--- config.mk ---
export PLATFORM = sky130hd
export DESIGN_NAME = can_general_control
export DESIGN_NICKNAME = d
export VERILOG_FILES = /design/src/can_gc_pkg.sv /design/src/can_gc_object_active.sv /design/src/can_general_control.sv
export VERILOG_INCLUDE_DIRS = /design/src
export SDC_FILE = /design/constraint.sdc
export NUM_CORES = 1
export LEC_CHECK = 0
export BUFFER_PORTS_ARGS = -buffer_cell sky130_fd_sc_hd__buf_2
export CORE_UTILIZATION = 49
export CTS_CLUSTER_DIAMETER = 200
export CTS_CLUSTER_SIZE = 30
export DETAILED_ROUTE_END_ITERATION = 12
export HOLD_SLACK_MARGIN = 0.05
export PLACE_DENSITY = 0.95
export SLEW_MARGIN = 20
export SYNTH_ARGS = -nofsm -noshare
export SYNTH_HDL_FRONTEND = slang
export SYNTH_SLANG_ARGS = --single-unit
export TNS_END_PERCENT = 10
--- constraint.sdc ---
create_clock -name MCLK_I -period 5.7 [get_ports MCLK_I]
set_input_delay 0.285 -clock MCLK_I [delete_from_list [all_inputs] [get_ports MCLK_I]]
set_output_delay 0.285 -clock MCLK_I [all_outputs]
set_load 0.01 [all_outputs]
--- src/can_gc_defines.svh ---
/*
  Offsets, field positions, reset values and timing counts for the
  CAN general control block.
  Assumes inclusion by bare name from the design files.
*/
`ifndef CAN_GC_DEFINES_SVH
`define CAN_GC_DEFINES_SVH

// byte addresses: control index 0xAB, status word chosen beside it
`define GC_CTRL_INDEX       8'hAB
`define GC_CTRL_ADDR        10'h2AC
`define GC_STAT_ADDR        10'h2A8
`define GC_CTRL_RESET       8'h00

`define GC_BIT_ABORT        7
`define GC_BIT_OVERLOAD     6
`define GC_BIT_TIME_TRIG    5
`define GC_BIT_SYNC_EOF     4
`define GC_BIT_LISTEN       3
`define GC_BIT_TEST         2
`define GC_BIT_RUN          1
`define GC_BIT_SOFT_RESET   0

`define GC_STAT_ACTIVE      2
`define GC_STAT_OVERLOAD    6
`define GC_STAT_TX_BUSY     4
`define GC_STAT_RX_BUSY     3

`define GC_START_CYCLES     2
`define GC_OBJECTS          15

`endif

--- src/can_gc_pkg.sv ---
/*
  Types for the CAN general control block.
  Assumes nothing of its surroundings.
*/
package can_gc_pkg;
  typedef enum logic [1:0] {
    ST_STANDBY,
    ST_STARTING,
    ST_RUNNING,
    ST_STOPPING
  } run_state_type;
endpackage

--- src/can_gc_object_active.sv ---
/*
  Per message object active bits with set, clear and abort.
  Assumes one clock, asynchronous active-high reset.
*/
`timescale 1ns/10ps
`include "can_gc_defines.svh"
module can_gc_object_active (
  input  wire logic                    clk_i,      // clock
  input  wire logic                    rst_i,      // async reset
  input  wire logic                    soft_rst_i, // soft reset
  input  wire logic                    abort_i,    // abort level
  input  wire logic                    frozen_i,   // controller stopped
  input  wire logic [`GC_OBJECTS-1:0]  set_i,      // software enable
  input  wire logic [`GC_OBJECTS-1:0]  clr_i,      // object done
  output logic      [`GC_OBJECTS-1:0]  active_o    // active bits
);
  logic [`GC_OBJECTS-1:0] active_reg;
  logic [`GC_OBJECTS-1:0] active_next;

  always_comb begin
    active_next = active_reg;
    if (soft_rst_i || abort_i) begin
      active_next = '0;
    end else begin
      active_next = active_reg | set_i;
      if (!frozen_i) begin
        active_next = active_next & ~clr_i;
      end
    end
  end

  always_ff @(posedge clk_i or posedge rst_i) begin
    if (rst_i) begin
      active_reg <= '0;
    end else begin
      active_reg <= active_next;
    end
  end

  assign active_o = active_reg;
endmodule // can_gc_object_active

--- src/can_general_control.sv ---
/*
  General control of the CAN controller: control register on an
  Avalon-MM slave, run/standby sequencing, clock gate enable, abort,
  overload request, time-trigger capture and listen-only controls.
  Assumes a CAN engine beside it that reports frame events as pulses.
*/
// The implementer's own choice: the Avalon-MM interface to the registers.
// Summary of operation
// - abort bit clears every message object's active bit.
// - abort bit stays set until software writes zero.
// - abort drops pending sends; the frame on the bus finishes.
// - overload bit sends one overload frame after next reception.
// - overload bit clears itself when the overload frame starts.
// - bit 5 enables time-triggered mode; clear disables its features.
// - with sync bit zero, timer captured at start of frame.
// - with sync bit one, timer captured on last end-of-frame bit.
// - run bit activates controller and ungates its clock.
// - clearing run lets the current frame finish before stopping.
// - stopped controller is frozen; done pulses do not clear object active bits.
// - standby drives the transmit output recessive continuously.
// - standby disables receiver and stops the controller clock.
// - registers stay accessible while controller is disabled.
// - the state machine needs two clocks after run before operating.
// - all control register bits reset to zero.
// - listen-only: monitor only, no ack or send, counters frozen.
// - read-only active flag reports the true operating state.
// - time-triggered mode sends each frame once, no retry.
// - the 16-bit timer counts only after the controller is run.
`timescale 1ns/10ps
`include "can_gc_defines.svh"
module can_general_control (
  input  wire logic                    MCLK_I,           // 100 MHz clock
  input  wire logic                    SYS_RST_I,        // async reset
  input  wire logic [9:0]              AVS_ADDRESS_I,    // byte address
  input  wire logic                    AVS_READ_I,       // read strobe
  input  wire logic                    AVS_WRITE_I,      // write strobe
  input  wire logic [3:0]              AVS_BYTEENABLE_I, // byte lanes
  input  wire logic [31:0]             AVS_WRITEDATA_I,  // write data
  output logic      [31:0]             AVS_READDATA_O,   // read data
  output logic                         AVS_WAITREQUEST_O,// wait request
  output logic                         AVS_RESPONSE_O,   // 1 = unmapped
  input  wire logic                    FRAME_BUSY_I,     // frame on bus
  input  wire logic                    TX_PENDING_I,     // send queued
  input  wire logic                    TX_DONE_I,        // tx done pulse
  input  wire logic                    RX_DONE_I,        // rx done pulse
  input  wire logic                    SOF_I,            // start of frame
  input  wire logic                    EOF_LAST_I,       // last EOF bit
  input  wire logic                    OVL_START_I,      // overload begins
  input  wire logic                    OVL_END_I,        // overload ends
  input  wire logic                    TX_BIT_I,         // engine tx bit
  input  wire logic [`GC_OBJECTS-1:0]  OBJ_ENABLE_I,     // sw object enable
  input  wire logic [`GC_OBJECTS-1:0]  OBJ_DONE_I,       // object finished
  output logic      [`GC_OBJECTS-1:0]  OBJECT_ACTIVE_O,  // object active
  output logic                         CAN_TX_O,         // tx pin
  output logic                         CLK_GATE_EN_O,    // engine clock on
  output logic                         ENGINE_RUN_O,     // engine may step
  output logic                         RX_ENABLE_O,      // receiver on
  output logic                         TX_ALLOWED_O,     // may transmit
  output logic                         ACK_ALLOWED_O,    // may acknowledge
  output logic                         ERR_CNT_FREEZE_O, // counters hold
  output logic                         RETRY_ALLOWED_O,  // auto retransmit
  output logic                         DROP_PENDING_O,   // abort queue
  output logic                         OVERLOAD_SEND_O,  // send overload
  output logic                         SOFT_RESET_O,     // engine reset
  output logic                         TEST_MODE_O,      // factory test
  output logic                         TIME_TRIGGER_O,   // time-trigger mode
  output logic      [15:0]             TIMER_O,          // 16-bit timer
  output logic      [15:0]             TRIG_CAPTURE_O    // captured time
);
  logic [7:0]                   ctrl_reg;
  logic [7:0]                   ctrl_next;
  can_gc_pkg::run_state_type    state_reg;
  can_gc_pkg::run_state_type    state_next;
  logic [1:0]                   start_cnt_reg;
  logic [1:0]                   start_cnt_next;
  logic                         ovl_armed_reg;
  logic                         ovl_armed_next;
  logic                         ovl_flag_reg;
  logic                         ovl_flag_next;
  logic [15:0]                  timer_reg;
  logic [15:0]                  timer_next;
  logic [15:0]                  capture_reg;
  logic [15:0]                  capture_next;
  logic [31:0]                  rdata_reg;
  logic [31:0]                  rdata_next;
  logic                         resp_reg;
  logic                         resp_next;
  logic                         ack_reg;
  logic                         ack_next;
  logic                         req;
  logic                         hit_ctrl;
  logic                         hit_stat;
  logic                         wr_ctrl;
  logic                         running;
  logic                         active;
  logic [7:0]                   status;

  assign req      = (AVS_READ_I || AVS_WRITE_I) && !ack_reg;
  assign hit_ctrl = AVS_ADDRESS_I == `GC_CTRL_ADDR;
  assign hit_stat = AVS_ADDRESS_I == `GC_STAT_ADDR;
  // bus stays live in every run state
  assign wr_ctrl  = req && AVS_WRITE_I && hit_ctrl
                    && AVS_BYTEENABLE_I[0];
  assign running  = state_reg == can_gc_pkg::ST_RUNNING;
  assign active   = running || state_reg == can_gc_pkg::ST_STOPPING;

  // one wait cycle, then answer
  always_comb begin
    ack_next  = req;
    resp_next = resp_reg;
    rdata_next = rdata_reg;
    if (req) begin
      resp_next  = !(hit_ctrl || hit_stat);
      rdata_next = 32'h0000_0000;
      if (AVS_READ_I && hit_ctrl) begin
        rdata_next[7:0] = ctrl_reg;
      end else if (AVS_READ_I && hit_stat) begin
        rdata_next[7:0] = status;
      end
    end
  end

  always_ff @(posedge MCLK_I or posedge SYS_RST_I) begin
    if (SYS_RST_I) begin
      ack_reg   <= 1'b0;
      resp_reg  <= 1'b0;
      rdata_reg <= 32'h0000_0000;
    end else begin
      ack_reg   <= ack_next;
      resp_reg  <= resp_next;
      rdata_reg <= rdata_next;
    end
  end

  assign AVS_WAITREQUEST_O = (AVS_READ_I || AVS_WRITE_I) && !ack_reg;
  assign AVS_READDATA_O    = rdata_reg;
  assign AVS_RESPONSE_O    = resp_reg;

  // read-only status word: run state and frame activity
  always_comb begin
    status = 8'h00;
    status[`GC_STAT_ACTIVE]   = active;
    status[`GC_STAT_OVERLOAD] = ovl_flag_reg;
    status[`GC_STAT_TX_BUSY]  = active && FRAME_BUSY_I && TX_PENDING_I;
    status[`GC_STAT_RX_BUSY]  = active && FRAME_BUSY_I;
  end

  // control register
  always_comb begin
    ctrl_next = ctrl_reg;
    if (wr_ctrl) begin
      ctrl_next = AVS_WRITEDATA_I[7:0];
    end else begin
      ctrl_next[`GC_BIT_SOFT_RESET] = 1'b0;
    end
    // hardware clear wins only once the frame actually starts
    // a write in the same cycle is a fresh request and is kept
    if (OVL_START_I && ovl_armed_reg && !wr_ctrl) begin
      ctrl_next[`GC_BIT_OVERLOAD] = 1'b0;
    end
  end

  always_ff @(posedge MCLK_I or posedge SYS_RST_I) begin
    if (SYS_RST_I) begin
      ctrl_reg <= `GC_CTRL_RESET;
    end else begin
      ctrl_reg <= ctrl_next;
    end
  end

  // run/standby sequencing
  always_comb begin
    state_next     = state_reg;
    start_cnt_next = start_cnt_reg;
    unique case (state_reg)
      can_gc_pkg::ST_STANDBY: begin
        if (ctrl_reg[`GC_BIT_RUN]) begin
          state_next     = can_gc_pkg::ST_STARTING;
          start_cnt_next = 2'(`GC_START_CYCLES - 1);
        end
      end
      can_gc_pkg::ST_STARTING: begin
        if (!ctrl_reg[`GC_BIT_RUN]) begin
          state_next = can_gc_pkg::ST_STANDBY;
        end else if (start_cnt_reg == 2'h0) begin
          state_next = can_gc_pkg::ST_RUNNING;
        end else begin
          start_cnt_next = start_cnt_reg - 2'h1;
        end
      end
      can_gc_pkg::ST_RUNNING: begin
        if (!ctrl_reg[`GC_BIT_RUN]) begin
          state_next = can_gc_pkg::ST_STOPPING;
        end
      end
      // stopping waits for the frame on the bus to end
      can_gc_pkg::ST_STOPPING: begin
        if (ctrl_reg[`GC_BIT_RUN]) begin
          state_next = can_gc_pkg::ST_RUNNING;
        end else if (!FRAME_BUSY_I) begin
          state_next = can_gc_pkg::ST_STANDBY;
        end
      end
    endcase
    if (ctrl_reg[`GC_BIT_SOFT_RESET]) begin
      state_next     = can_gc_pkg::ST_STANDBY;
      start_cnt_next = 2'h0;
    end
  end

  always_ff @(posedge MCLK_I or posedge SYS_RST_I) begin
    if (SYS_RST_I) begin
      state_reg     <= can_gc_pkg::ST_STANDBY;
      start_cnt_reg <= 2'h0;
    end else begin
      state_reg     <= state_next;
      start_cnt_reg <= start_cnt_next;
    end
  end

  // overload request, timer and time-trigger capture
  always_comb begin
    ovl_armed_next = ovl_armed_reg;
    ovl_flag_next  = ovl_flag_reg;
    timer_next     = timer_reg;
    capture_next   = capture_reg;
    if (!ctrl_reg[`GC_BIT_OVERLOAD]) begin
      ovl_armed_next = 1'b0;
    end else if (RX_DONE_I && active) begin
      ovl_armed_next = 1'b1;
    end
    if (OVL_START_I && ovl_armed_reg) begin
      ovl_armed_next = 1'b0;
      ovl_flag_next  = 1'b1;
    end else if (OVL_END_I) begin
      ovl_flag_next = 1'b0;
    end
    // timer rolls over freely; it holds while the engine is stopped
    if (active) begin
      timer_next = timer_reg + 16'h0001;
    end
    if (active && ctrl_reg[`GC_BIT_TIME_TRIG]) begin
      if (!ctrl_reg[`GC_BIT_SYNC_EOF] && SOF_I) begin
        capture_next = timer_reg;
      end else if (ctrl_reg[`GC_BIT_SYNC_EOF] && EOF_LAST_I) begin
        capture_next = timer_reg;
      end
    end
    if (ctrl_reg[`GC_BIT_SOFT_RESET]) begin
      ovl_armed_next = 1'b0;
      ovl_flag_next  = 1'b0;
      timer_next     = 16'h0000;
      capture_next   = 16'h0000;
    end
  end

  always_ff @(posedge MCLK_I or posedge SYS_RST_I) begin
    if (SYS_RST_I) begin
      ovl_armed_reg <= 1'b0;
      ovl_flag_reg  <= 1'b0;
      timer_reg     <= 16'h0000;
      capture_reg   <= 16'h0000;
    end else begin
      ovl_armed_reg <= ovl_armed_next;
      ovl_flag_reg  <= ovl_flag_next;
      timer_reg     <= timer_next;
      capture_reg   <= capture_next;
    end
  end

  // frozen when stopped; done pulses still clear during frame finish
  can_gc_object_active objects (
    .clk_i      (MCLK_I),
    .rst_i      (SYS_RST_I),
    .soft_rst_i (ctrl_reg[`GC_BIT_SOFT_RESET]),
    .abort_i    (ctrl_reg[`GC_BIT_ABORT]),
    .frozen_i   (!active),
    .set_i      (OBJ_ENABLE_I),
    .clr_i      (OBJ_DONE_I),
    .active_o   (OBJECT_ACTIVE_O)
  );

  // standby: recessive pin, receiver off, engine clock gated
  assign CAN_TX_O         = active ? TX_BIT_I : 1'b1;
  assign CLK_GATE_EN_O    = state_reg != can_gc_pkg::ST_STANDBY;
  assign ENGINE_RUN_O     = active;
  assign RX_ENABLE_O      = active;
  assign TX_ALLOWED_O     = running && !ctrl_reg[`GC_BIT_LISTEN]
                            && !ctrl_reg[`GC_BIT_ABORT];
  assign ACK_ALLOWED_O    = active && !ctrl_reg[`GC_BIT_LISTEN];
  assign ERR_CNT_FREEZE_O = ctrl_reg[`GC_BIT_LISTEN];
  assign RETRY_ALLOWED_O  = !ctrl_reg[`GC_BIT_TIME_TRIG];
  // frame in progress is left alone; only the queue is dropped
  assign DROP_PENDING_O   = ctrl_reg[`GC_BIT_ABORT];
  assign OVERLOAD_SEND_O  = ovl_armed_reg && active;
  assign SOFT_RESET_O     = ctrl_reg[`GC_BIT_SOFT_RESET];
  // factory test bit passes through; software keeps it clear
  assign TEST_MODE_O      = ctrl_reg[`GC_BIT_TEST];
  assign TIME_TRIGGER_O   = ctrl_reg[`GC_BIT_TIME_TRIG];
  assign TIMER_O          = timer_reg;
  assign TRIG_CAPTURE_O   = capture_reg;
endmodule // can_general_control

Yosys cells after proc, flatten, opt, wreduce, memory -nomap -nowiden
Index checks and enable logic that the tools add are counted.
{ "op_classes": {"bitwise": 3, "mul": 0, "n_eq_ne": 12, "shift": 0, "div": 0, "n_addsub": 2, "magnitude_cmp": 0, "mux": 33, "reduce_logical": 41} }
{ "op_table": {"columns": ["operator", "n"], "rows": [
  ["two-way mux 16 bit", 6],
  ["two-way mux 15 bit", 2],
  ["== test 10 bit (second input constant)", 2],
  ["two-way mux 2 bit", 10],
  ["logical AND 1 bit", 18],
  ["adder 16 x 1 -> 16 bit (second input constant)", 1],
  ["AND 15 bit", 1],
  ["NOT 15 bit", 1],
  ["OR 15 bit", 1],
  ["inequality test 3 bit (second input constant)", 4],
  ["two-way mux 1 bit", 10],
  ["nonzero test 3 bit", 3],
  ["two-way mux 8 bit", 1],
  ["inequality test 4 bit (second input constant)", 2],
  ["case mux 2 bit (4 select lines)", 1],
  ["AND reduction 4 bit", 2],
  ["nonzero test 2 bit", 4],
  ["logical NOT 1 bit", 7],
  ["two-way mux 7 bit", 1],
  ["two-way mux 6 bit", 1],
  ["== test 2 bit (second input constant)", 2],
  ["logical NOT 2 bit", 2],
  ["logical OR 1 bit", 4],
  ["inequality test 4 x 2 -> 1 bit (second input constant)", 1],
  ["4 further kinds", 4]
]} }
{ "totals": {"mem_count": 0, "regBits": 71, "out_inout_bits": 94, "latch_bits": 0, "rom_bits": 0, "ram_bits": 0, "in_bits": 89, "elab_cells": 104} }

Depth between registers and ports, before layout
Gate-level depths: netlist (run 1).
{ "logic_depth": {"ltp_word": 8, "mapped_depth": 6, "ltp_nobuf": 5} }

Cells and area by module
Synthesis (run 1) repeated with hierarchy kept, for this count alone.
{ "unflattened": {"hier_cells": 331, "area_unflattened_um2": 3468.3} }
{ "modules_own_cells": {"columns": ["mod", "seq_area_each_um2", "cells_per_inst", "instances", "area_each_um2"], "rows": [
  ["can_general_control", 1401.3, 266, 1, 2776.4],
  ["can_gc_object_active", 375.4, 65, 1, 691.9]
]} }

Worst setup path after synthesis (run 1)
No wires, ideal clock.
{ "synth_timing": {"path_type": "reg-to-output", "startpoint": "reg state_reg[1]", "endpoint": "out TX_ALLOWED_O", "path_stages_with_launch": 5, "slack_ns": 4.075, "required_ns": 5.415, "arrival_ns": 1.340, "path_buffers": 2, "cell_sequence": "dfrtp_1 > buf_4 > clkbuf_1 > nor2b_1 > nor3b_1"} }
{ "synth_between": {"elab_chain_cells": 3} }
{ "synth_lines": {"columns": ["item", "line_no", "source"], "rows": [
  ["start, declared", "can_general_control.sv:72", "can_gc_pkg::run_state_type state_reg;"],
  ["start signal, assigned", "can_general_control.sv:213", "state_reg <= can_gc_pkg::ST_STANDBY;"],
  ["start signal, assigned", "can_general_control.sv:216", "state_reg <= state_next;"],
  ["== test 2 bit", "can_general_control.sv:104", "assign running = state_reg == can_gc_pkg::ST_RUNNING;"],
  ["logical AND 1 bit (2 in a row)", "can_general_control.sv:288", "assign TX_ALLOWED_O = running && !ctrl_reg[`GC_BIT_LISTEN]"],
  ["end, declared", "can_general_control.sv:58", "output logic TX_ALLOWED_O,"]
]} }
No other way between the ends.

Worst setup path in the final report (run 1)
Ends and elaborated chain as after synthesis.

==> qor.yml, run 1 <==
cp_max_fo: 26
syn2layout_area_growth_pct: 24.4
dieArea_um2: 7350
drive_above_1_share: 0.367
required_ns: 5.41
die_h_um: 85.7
worstHoldStart: "OBJ_DONE_I[4]"
power.density_nw_per_um2: 285
outcome: "finished, final reports clean"
rr_worst_depth: 3
cts_buffers: 9
core_um2: 6790
drcViolationCount: 0
min_period_ns: 2.17
holdPathEnd: "objects.active_o[4]"
avgSynthCellArea_um2: 10.2
placementRows: 30
antenna_found_initial: 0
grt_setup_unrepaired: "no"
final_hold_viol_count: 0
post_drt_wl_per_cell_um: 14.3
slew_headroom: 0.408
hp-class: "input port to register"
via_count: 2971
root_buffer: "clkbuf_8"
ys_ff_latch: 71
tightest_slew_ns: 0.889
ys_warn_count: 0
setup_tns_ns: 0
h-tree-depth: 3
cts.path.max_buffers: 2
die_w_um: 85.7
synth_area_um2: 3430
ys.flop_type: "dfrtp_1"
port_buffers: 130
async_flop_share: 1.00
period_share: 0.381
grt_pass1_wl_um: 12600
cpPeakStageDelay_ns: 0.63
avgViaCountPerCell: 5.31
reg2reg_to: "TIMER_O[13]"
place_congestion: 0.791
ir_drop_v: 0.000216
synth_cell_types: 43
finClkSkew_ns: 0.0116
synth_seq_area_share: 0.517
drv_slew: 0
worstHoldPathCells: 2
syn_inst: 337
cts_hold_buf: 0
rrSetupSlack_ns: 3.86
clk_pin_slew_ns: 0.07
dpl_cell_area_um2: 4040
maxCapViolations: 0
path_cells: "buf_4, nor2b_1, nor3b_1, buf_2"
p_leak_nw: 2.13
critPathKind: "register to output port"
start_util: 0.506
postLayoutCellArea_um2: 4270
drt_iter0_drc: 138
grt_overflow: 0
routed_wl_um: 7970
pin_count: 183
antennaDiodeCount: 0
cts_sinks: 71
nets: 550
grt_usage: 0.220
synth_edf_count: 0
r2r_start: "state_reg[1]"
cts-resized-gates: 0
route.antenna.remaining_nets: 0
grt_pass1_vias: 2714
insertion_delay_ns: 0.34
arrival_ns: 1.88
end_kind: "output port"
cts_tree: "yes"
cp-start-kind: "register"
hpwlAfterDp_um: 5580
grt_max_degree: 72
slowest_stage: "dfrtp_1"
setup_violations: 0
clock.fmax_mhz: 461
postCtsSetupRepairBufs: 0
drt_pre_antenna_iters: 4
## cells by family after synthesis
| family | after synthesis | synth area share |
|---|---|---|
| other | 1 | 0.00109 |
| flip-flops | 71 | 0.517 |
| AND/OR/NAND/NOR | 106 | 0.173 |
| multiplexers | 18 | 0.0572 |
| adder cells (fa/ha/maj) | 2 | 0.00728 |
| XOR/XNOR | 4 | 0.0102 |
| AO/OA/AOI/OAI | 81 | 0.143 |
| buffers and inverters | 54 | 0.0911 |
## where the power goes
| group | internal [mW] | switching [mW] | total [mW] |
|---|---|---|---|
| registers | 0.535 | 0.0432 | 0.579 |
| logic | 0.0707 | 0.0975 | 0.168 |
| clock network | 0.287 | 0.186 | 0.473 |
## synthesized netlist by cell type, drive strengths merged, types with 3 or more instances
| cell type | count | area [µm²] |
|---|---|---|
| nand3 | 21 | 105 |
| o31ai | 4 | 30.0 |
| nand4 | 8 | 68.8 |
| a211oi | 15 | 113 |
| nor2 | 25 | 93.8 |
| nor3b | 4 | 30.0 |
| nor4 | 4 | 31.3 |
| nand2 | 13 | 48.8 |
| mux2i | 5 | 50.1 |
| a21oi | 28 | 140 |
| clkbuf | 12 | 45.0 |
| buf | 33 | 234 |
| mux2 | 13 | 146 |
| xor2 | 3 | 26.3 |
| a32o | 4 | 40.0 |
| or2 | 3 | 18.8 |
| and2 | 3 | 18.8 |
| or3 | 3 | 18.8 |
| o21ai | 24 | 120 |
| inv | 9 | 33.8 |
| nor2b | 8 | 50.1 |
| dfrtp | 71 | 1780 |
| or4 | 4 | 30.0 |
| nand2b | 4 | 25.0 |
## metrics by stage
step | util | instances | total power [mW] | setup WS [ns] | hold slack [ns]
after global routing | 0.629 | 559 | 1.27 | 3.30 | 0.113
after floorplan | - | 360 | 0.687 | 3.62 | 0.379
final | 0.629 | 559 | 1.22 | 3.53 | 0.124
after global placement | 0.594 | 544 | 0.743 | 3.93 | 0.461
after detailed placement | 0.594 | 544 | 0.756 | 3.81 | 0.468
after CTS | 0.628 | 559 | 1.23 | 3.51 | 0.104
## cells in the final DEF, fill, tap and decap left out, types with 2 or more instances in the layout
cell	Yosys	final
mux2_2	13	13
nor2_1	25	25
conb_1	1	24
inv_1	9	8
ha_1	2	2
a32o_1	4	4
nor3b_1	4	4
bufinv_16	0	3
and2_1	3	3
buf_2	4	130
dfrtp_1	71	71
a21oi_1	28	28
or3_1	3	3
or2_2	3	3
mux2i_1	5	4
xor2_1	3	3
nor2b_1	8	8
nor4_1	3	3
clkinvlp_4	0	2
nand3_1	21	21
nand4_2	3	3
nand3b_1	2	2
clkbuf_8	0	9
nand2_1	13	13
or4_1	4	4
o31ai_1	4	4
nand2b_1	4	4
o21ai_0	24	24
nand4_1	5	5
a211oi_1	15	15
buf_4	26	3
## how the worst max path moves through the flow
| stage | start | to | slack, ns | cells after the start |
|---|---|---|---|---|
| floorplan | SYS_RST_I | AVS_READDATA_O[0] | 3.62 | 1 |
| detailed placement | ctrl_reg[4] | TRIG_CAPTURE_O[1] | 3.81 | 3 |
| CTS | state_reg[1] | TX_ALLOWED_O | 3.51 | 4 |
| finish | state_reg[1] | TX_ALLOWED_O | 3.53 | 4 |
| global route | state_reg[1] | TX_ALLOWED_O | 3.30 | 4 |
| global placement | state_reg[1] | TIMER_O[13] | 3.93 | 3 |
## layer usage
layer,global-route usage,vias up,share of wire
met4,0.121,0,0.021
met2,0.360,144,0.50
met1,0.279,1426,0.42
li1,-,1390,-
met3,0.0366,11,0.058
met5,0,-,0
## worst max-delay path: cells and delay by family (launching register included)
family                 cells  cell delay, ns
flip-flops                 1            0.63
buffers and inverters      2            0.53
AND/OR/NAND/NOR            2            0.39
## cell type report
type	instances	area (µm²)
multi-input cells	235	1440
well taps	96	120
flip-flops and latches	71	1780
clock buffers	9	124
repair buffers	133	673
fillers	574	2520
inverters	9	33.8
clock inverters	6	110
No activity file was read; power rests on OpenSTA's default activity.
==> inputs of run 2 (changes only) <==
--- a/config.mk
+++ b/config.mk
@@ -7,12 +7,12 @@
 export NUM_CORES = 1
 export LEC_CHECK = 0
 export BUFFER_PORTS_ARGS = -buffer_cell sky130_fd_sc_hd__buf_2
-export CORE_UTILIZATION = 49
+export CORE_UTILIZATION = 45
 export CTS_CLUSTER_DIAMETER = 200
 export CTS_CLUSTER_SIZE = 30
 export DETAILED_ROUTE_END_ITERATION = 12
 export HOLD_SLACK_MARGIN = 0.05
-export PLACE_DENSITY = 0.95
+export PLACE_DENSITY = 0.91
 export SLEW_MARGIN = 20
 export SYNTH_ARGS = -nofsm -noshare
 export SYNTH_HDL_FRONTEND = slang
==> constraint.sdc (replaced) <==
create_clock -name MCLK_I -period 2.15 [get_ports MCLK_I]
set_input_delay 0.1075 -clock MCLK_I [delete_from_list [all_inputs] [get_ports MCLK_I]]
set_output_delay 0.1075 -clock MCLK_I [all_outputs]
set_load 0.01 [all_outputs]
==> run 2 against run 1 <==
  * Clock-buffer cell count rose by 1
  * Clock skew fell by 0.0025 ns
  * Cell area rose by 9.1%
  * Non-clock buffer count rose by 39
  * Utilization rose by 0.69 points
  * Sequential cell count did not move
  * Critical endpoint unchanged
  * Routed wire length rose by 7.4%
==> qor.yml, run 2 (synthesis gave the netlist of run 1 again) <==
required_ns: 2.04  # -3.37 ns
drv_slew: 0  # unchanged
placementRows: 31  # +3.3%
top_usage_layer: "met2"
r2r_start: "state_reg[1]"
worstHoldStart: "OBJ_ENABLE_I[6]"
drt_pre_antenna_iters: 6  # +2
insertion_delay_ns: 0.34  # about the same
drive_above_1_share: 0.340  # -0.0272
port_buffers: 130  # unchanged
drt_iter0_drc: 163  # +18%
outcome: "finished, final reports clean"
grt_max_degree: 72  # unchanged
use_met2: 0.382  # +0.0217
end_kind: "output port"
pin_count: 183  # unchanged
core_um2: 7330  # +7.9%
postCtsSetupRepairBufs: 0  # unchanged
grt_usage: 0.221  # +0.00122
die_w_um: 89.4  # +4.3%
holdPathEnd: "objects.active_o[6]"
grt_overflow: 0  # unchanged
grt_setup_unrepaired: "no"
dp_slack_ns: 0.316  # -3.49 ns
worst_slack_ns: 0.266  # -3.26 ns
root_buffer: "clkbuf_8"
period_share: 0.876
start_util: 0.469  # -0.0370
rrSetupSlack_ns: 0.30  # -3.56 ns
reg2reg_to: "TRIG_CAPTURE_O[8]"
h-tree-depth: 3  # unchanged
dieArea_um2: 7990  # +8.7%
maxCapViolations: 0  # unchanged
final_common_cell: "buf_2"
cts_sinks: 71  # unchanged
tightest_slew_ns: 0.819  # -0.0696 ns
setup_violations: 0  # unchanged
cts_buffers: 9  # unchanged
finClkSkew_ns: 0.00913  # -0.00249 ns
arrival_ns: 1.78  # -0.10 ns
grt_pass1_wl_um: 13400  # +6.1%
cp-start-kind: "register"
hp-class: "input port to register"
setup_tns_ns: 0  # unchanged
antennaDiodeCount: 0  # unchanged
route.antenna.remaining_nets: 0  # unchanged
path_cells: "buf_4, nor2b_1, nor3b_1, buf_2"
cpPeakStageDelay_ns: 0.51  # -0.12 ns
drcViolationCount: 0  # unchanged
grtUsageMet3: 0.0259  # -0.0107
cts_tree: "yes"
cts.path.max_buffers: 2  # unchanged
post_drt_wl_per_cell_um: 14.2  # -0.25%
routed_wl_um: 8560  # +7.4%
clock.fmax_mhz: 531
die_h_um: 89.4  # +4.3%
slowest_stage: "dfrtp_1"
nets: 589  # +7.1%
cp_max_fo: 32  # +23%
via_count: 3142  # +5.8%
min_period_ns: 1.88
avgViaCountPerCell: 5.22  # -1.8%
clk_pin_slew_ns: 0.07  # about the same
ir_drop_v: 0.000360  # +67%
syn2layout_area_growth_pct: 35.7
slew_headroom: 0.453  # +0.0452
hpwlAfterDp_um: 5620  # +0.65%
final_hold_viol_count: 0  # unchanged
place_congestion: 0.739  # -6.6%
power.density_nw_per_um2: 695  # +140%
antenna_found_initial: 0  # unchanged
final_cell_mix: "buf_2 (130), dfrtp_1 (71), dlygate4sd3_1 (38)"
grt_pass1_vias: 2847  # +4.9%
grt_use_met1: 0.275  # -0.00472
critPathKind: "register to output port"
rr_worst_depth: 4  # +1
worstHoldPathCells: 3  # +1
p_leak_nw: 2.28  # +7.0%
run 2: worst max path at each step:
stage	slack (ns)	cells after the start	to	start
2_1_floorplan	0.25	1	AVS_READDATA_O[0]	SYS_RST_I
3_3_place_gp	0.40	4	TRIG_CAPTURE_O[13]	state_reg[1]
3_5_place_dp	0.32	4	TRIG_CAPTURE_O[0]	state_reg[1]
4_1_cts	0.26	4	TX_ALLOWED_O	state_reg[1]
5_1_grt	0.11	4	TRIG_CAPTURE_O[14]	state_reg[1]
6_report	0.27	4	TX_ALLOWED_O	state_reg[1]
run 2: stage by stage:
stage          instance area [µm²]  cells  power [mW]  hold WS [ns]  utilization
4_1_cts                       4660    602        3.25        0.0511        0.636
3_5_place_dp                  4060    548        2.01         0.220        0.554
3_3_place_gp                  4060    548        1.98         0.212        0.554
2_1_floorplan                 3520    360        1.82         0.201            -
5_1_grt                       4660    602        3.38        0.0902        0.636
6_report                      4660    602        3.24        0.0565        0.636
run 2: routing by layer:
layer | wire length (µm) | up-vias | share of wire
li1 | - | 1475 | -
met1 | 3570 | 1513 | 0.42
met2 | 4370 | 135 | 0.51
met3 | 391 | 19 | 0.046
met4 | 229 | 0 | 0.027
met5 | 0 | - | 0
run 2: cell type report:
cell class                 count  area, µm²
fill                         580       2670
sequential                    71       1780
multi-input combinational    235       1430
timing repair buffer         172       1070
clock buffer                  10        138
tap                           99        124
clock inverter                 6       83.8
inverter                       9       33.8
run 2: report_power, final:
group | internal (mW) | switching, mW
registers | 1.42 | 0.117
logic | 0.248 | 0.267
clock network | 0.681 | 0.506
total | 2.35 | 0.890
run 2: repair_timing:
item / in CTS / in global routing
resized for setup: 0 / 0
endpoints found under the hold margin: 95 / 0
hold buffers: 38 / 0
run 2: critical path, delay by kind of cell, from the launching register on:
| family | cells | cell delay [ns] |
|---|---|---|
| flip-flops | 1 | 0.51 |
| buffers and inverters | 2 | 0.53 |
| AND/OR/NAND/NOR | 2 | 0.40 |
==> inputs of run 3 (changes only) <==
--- a/config.mk
+++ b/config.mk
@@ -7,6 +7,7 @@
 export NUM_CORES = 1
 export LEC_CHECK = 0
 export BUFFER_PORTS_ARGS = -buffer_cell sky130_fd_sc_hd__buf_2
+export CORE_MARGIN = 2
 export CORE_UTILIZATION = 45
 export CTS_CLUSTER_DIAMETER = 200
 export CTS_CLUSTER_SIZE = 30
==> run 3 against run 2 <==
  * Die area increased by 4.5%
  * Utilization down 0.53 points
  * Register-to-register slack hardly changed
  * Power fell by 6.1%
  * Sequential power barely moved
  * Sequential share of layout area is 0.32 points higher
  * Clock power down 17%
  * Sequential cell count did not move
  * Largest cell class unchanged
  * Highest routed layer unchanged
==> qor.yml, run 3 (synthesis gave the netlist of run 1 again) <==
grt_pass1_vias: 3064  # +7.6%
tightest_slew_ns: 0.826  # +0.00729 ns
hpwlAfterDp_um: 5890  # +4.8%
antenna_found_initial: 0  # unchanged
drt_pre_antenna_iters: 4  # -2
port_buffers: 130  # unchanged
arrival_ns: 1.87  # +0.09 ns
hp-class: "input port to register"
cts_buffers: 9  # unchanged
regArea_um2: 1780  # unchanged
r2r_start: "ctrl_reg[7]"
start_util: 0.469  # unchanged
grt_overflow: 0  # unchanged
cts.path.max_buffers: 2  # unchanged
insertion_delay_ns: 0.34  # about the same
outcome: "finished, final reports clean"
avgViaCountPerCell: 5.19  # -0.57%
place_congestion: 0.755  # +2.2%
final_cells: 601  # -0.17%
fillers: 576  # -0.69%
core_um2: 7330  # unchanged
cts_tree: "yes"
end_kind: "output port"
post_drt_wl_per_cell_um: 14.8  # +4.1%
power.density_nw_per_um2: 658  # -5.3%
holdPathEnd: "ovl_armed_reg"
cp_num_buf_inv: 2  # unchanged
critPathKind: "register to output port"
min_period_ns: 1.97  # +0.0892 ns
period_share: 0.918  # +0.0415
via_count: 3119  # -0.73%
finClkSkew_ns: 0.00870  # -0.000436 ns
crit_family: "flip-flops"
grt_pass1_wl_um: 14600  # +9.2%
dpl.cell_count: 548  # unchanged
route.antenna.remaining_nets: 0  # unchanged
path_cells: "buf_4, nor2b_1, nor3b_1, buf_2"
root_buffer: "clkbuf_8"
final_common_cell: "buf_2"
h-tree-depth: 3  # unchanged
nets: 589  # unchanged
p_leak_nw: 2.25  # -1.2%
setup_tns_ns: 0  # unchanged
grt_max_degree: 57  # -21%
required_ns: 2.04  # about the same
final_hold_viol_count: 0  # unchanged
antennaDiodeCount: 0  # unchanged
ir_drop_v: 0.000391  # +8.6%
cts_hold_buf: 38  # unchanged
cts_sinks: 71  # unchanged
drive_above_1_share: 0.339  # -0.00131
clock.fmax_mhz: 507  # -4.5%
reg2reg_to: "objects.active_o[3]"
drt_iter0_drc: 228  # +40%
placementRows: 31  # unchanged
cts-resized-gates: 0  # unchanged
die_w_um: 91.4  # +2.2%
grt_usage: 0.219  # -0.00204
cpPeakStageDelay_ns: 0.59  # +0.08 ns
drcViolationCount: 0  # unchanged
dieArea_um2: 8350  # +4.5%
syn2layout_area_growth_pct: 34.6
slowest_stage: "dfrtp_1"
cp_max_fo: 28  # -13%
drv_slew: 0  # unchanged
final_cell_mix: "buf_2 (130), dfrtp_1 (71), dlygate4sd3_1 (38)"
clk_pin_slew_ns: 0.07  # about the same
maxCapViolations: 0  # unchanged
cp-start-kind: "register"
slew_headroom: 0.448  # -0.00487
worstHoldStart: "OVL_START_I"
rrSetupSlack_ns: 0.29  # about the same
setup_violations: 0  # unchanged
worstHoldPathCells: 3  # unchanged
die_h_um: 91.4  # +2.2%
multiInputGateArea_um2: 1430  # unchanged
pin_count: 183  # unchanged
postCtsSetupRepairBufs: 0  # unchanged
rr_worst_depth: 3  # -1
grt_setup_unrepaired: "no"
routed_wl_um: 8890  # +3.9%
==> run 3: cell types whose count changed in the layout (fill, tap and decap cells not counted) <==
cell        before  now
clkinv_4         1    0
clkbuf_8        10   12
bufinv_16        2    0
clkinvlp_4       0    1
clkinv_2         3    2
==> run 3: how the worst max path moves through the flow <==
stage / startpoint / endpoint / slack (ns) / depth (start not counted)
final: state_reg[1] / TX_ALLOWED_O / 0.18 / 4
after global placement: state_reg[1] / TIMER_O[13] / 0.45 / 3
after detailed placement: state_reg[1] / TIMER_O[15] / 0.39 / 3
after floorplan: SYS_RST_I / AVS_READDATA_O[0] / 0.25 / 1
after CTS: state_reg[1] / TX_ALLOWED_O / 0.20 / 4
after global routing: state_reg[1] / TX_ALLOWED_O / 0.04 / 4
==> run 3: area by class of cell <==
type	instances	area share
tap	99	0.0268
multi-input combinational	235	0.310
sequential	71	0.384
clock inverter	3	0.00379
timing repair buffer	172	0.232
clock buffer	12	0.0357
inverter	9	0.00731
==> run 3: tightest hold or removal path, cell delays in order <==
cell	delay, ns
buf_2	0.09
mux2_2	0.14
nor3b_1	0.04
==> run 3: where the power goes <==
group	switching, mW	internal, mW
Combinational	0.266	0.250
Clock	0.482	0.503
Sequential	0.119	1.42
==> run 3: metal layers <==
metal	share of wire	vias up	wire length, µm	global-route usage
met5	0	-	0	0
met4	0.023	0	208	0.101
met3	0.042	18	376	0.0266
met2	0.53	120	4730	0.388
met1	0.40	1507	3580	0.265
li1	-	1474	-	-
==> run 3: stage by stage <==
| step | total power, mW | util | area [µm²] | hold slack (ns) | setup slack, ns |
|---|---|---|---|---|---|
| after floorplan | 1.82 | - | 3520 | 0.201 | 0.246 |
| after global placement | 1.98 | 0.554 | 4060 | 0.0939 | 0.449 |
| after detailed placement | 2.00 | 0.554 | 4060 | 0.100 | 0.395 |
| after CTS | 3.06 | 0.630 | 4620 | 0.0509 | 0.197 |
| after global routing | 3.19 | 0.630 | 4620 | 0.0696 | 0.0379 |
| final | 3.04 | 0.630 | 4620 | 0.0745 | 0.177 |
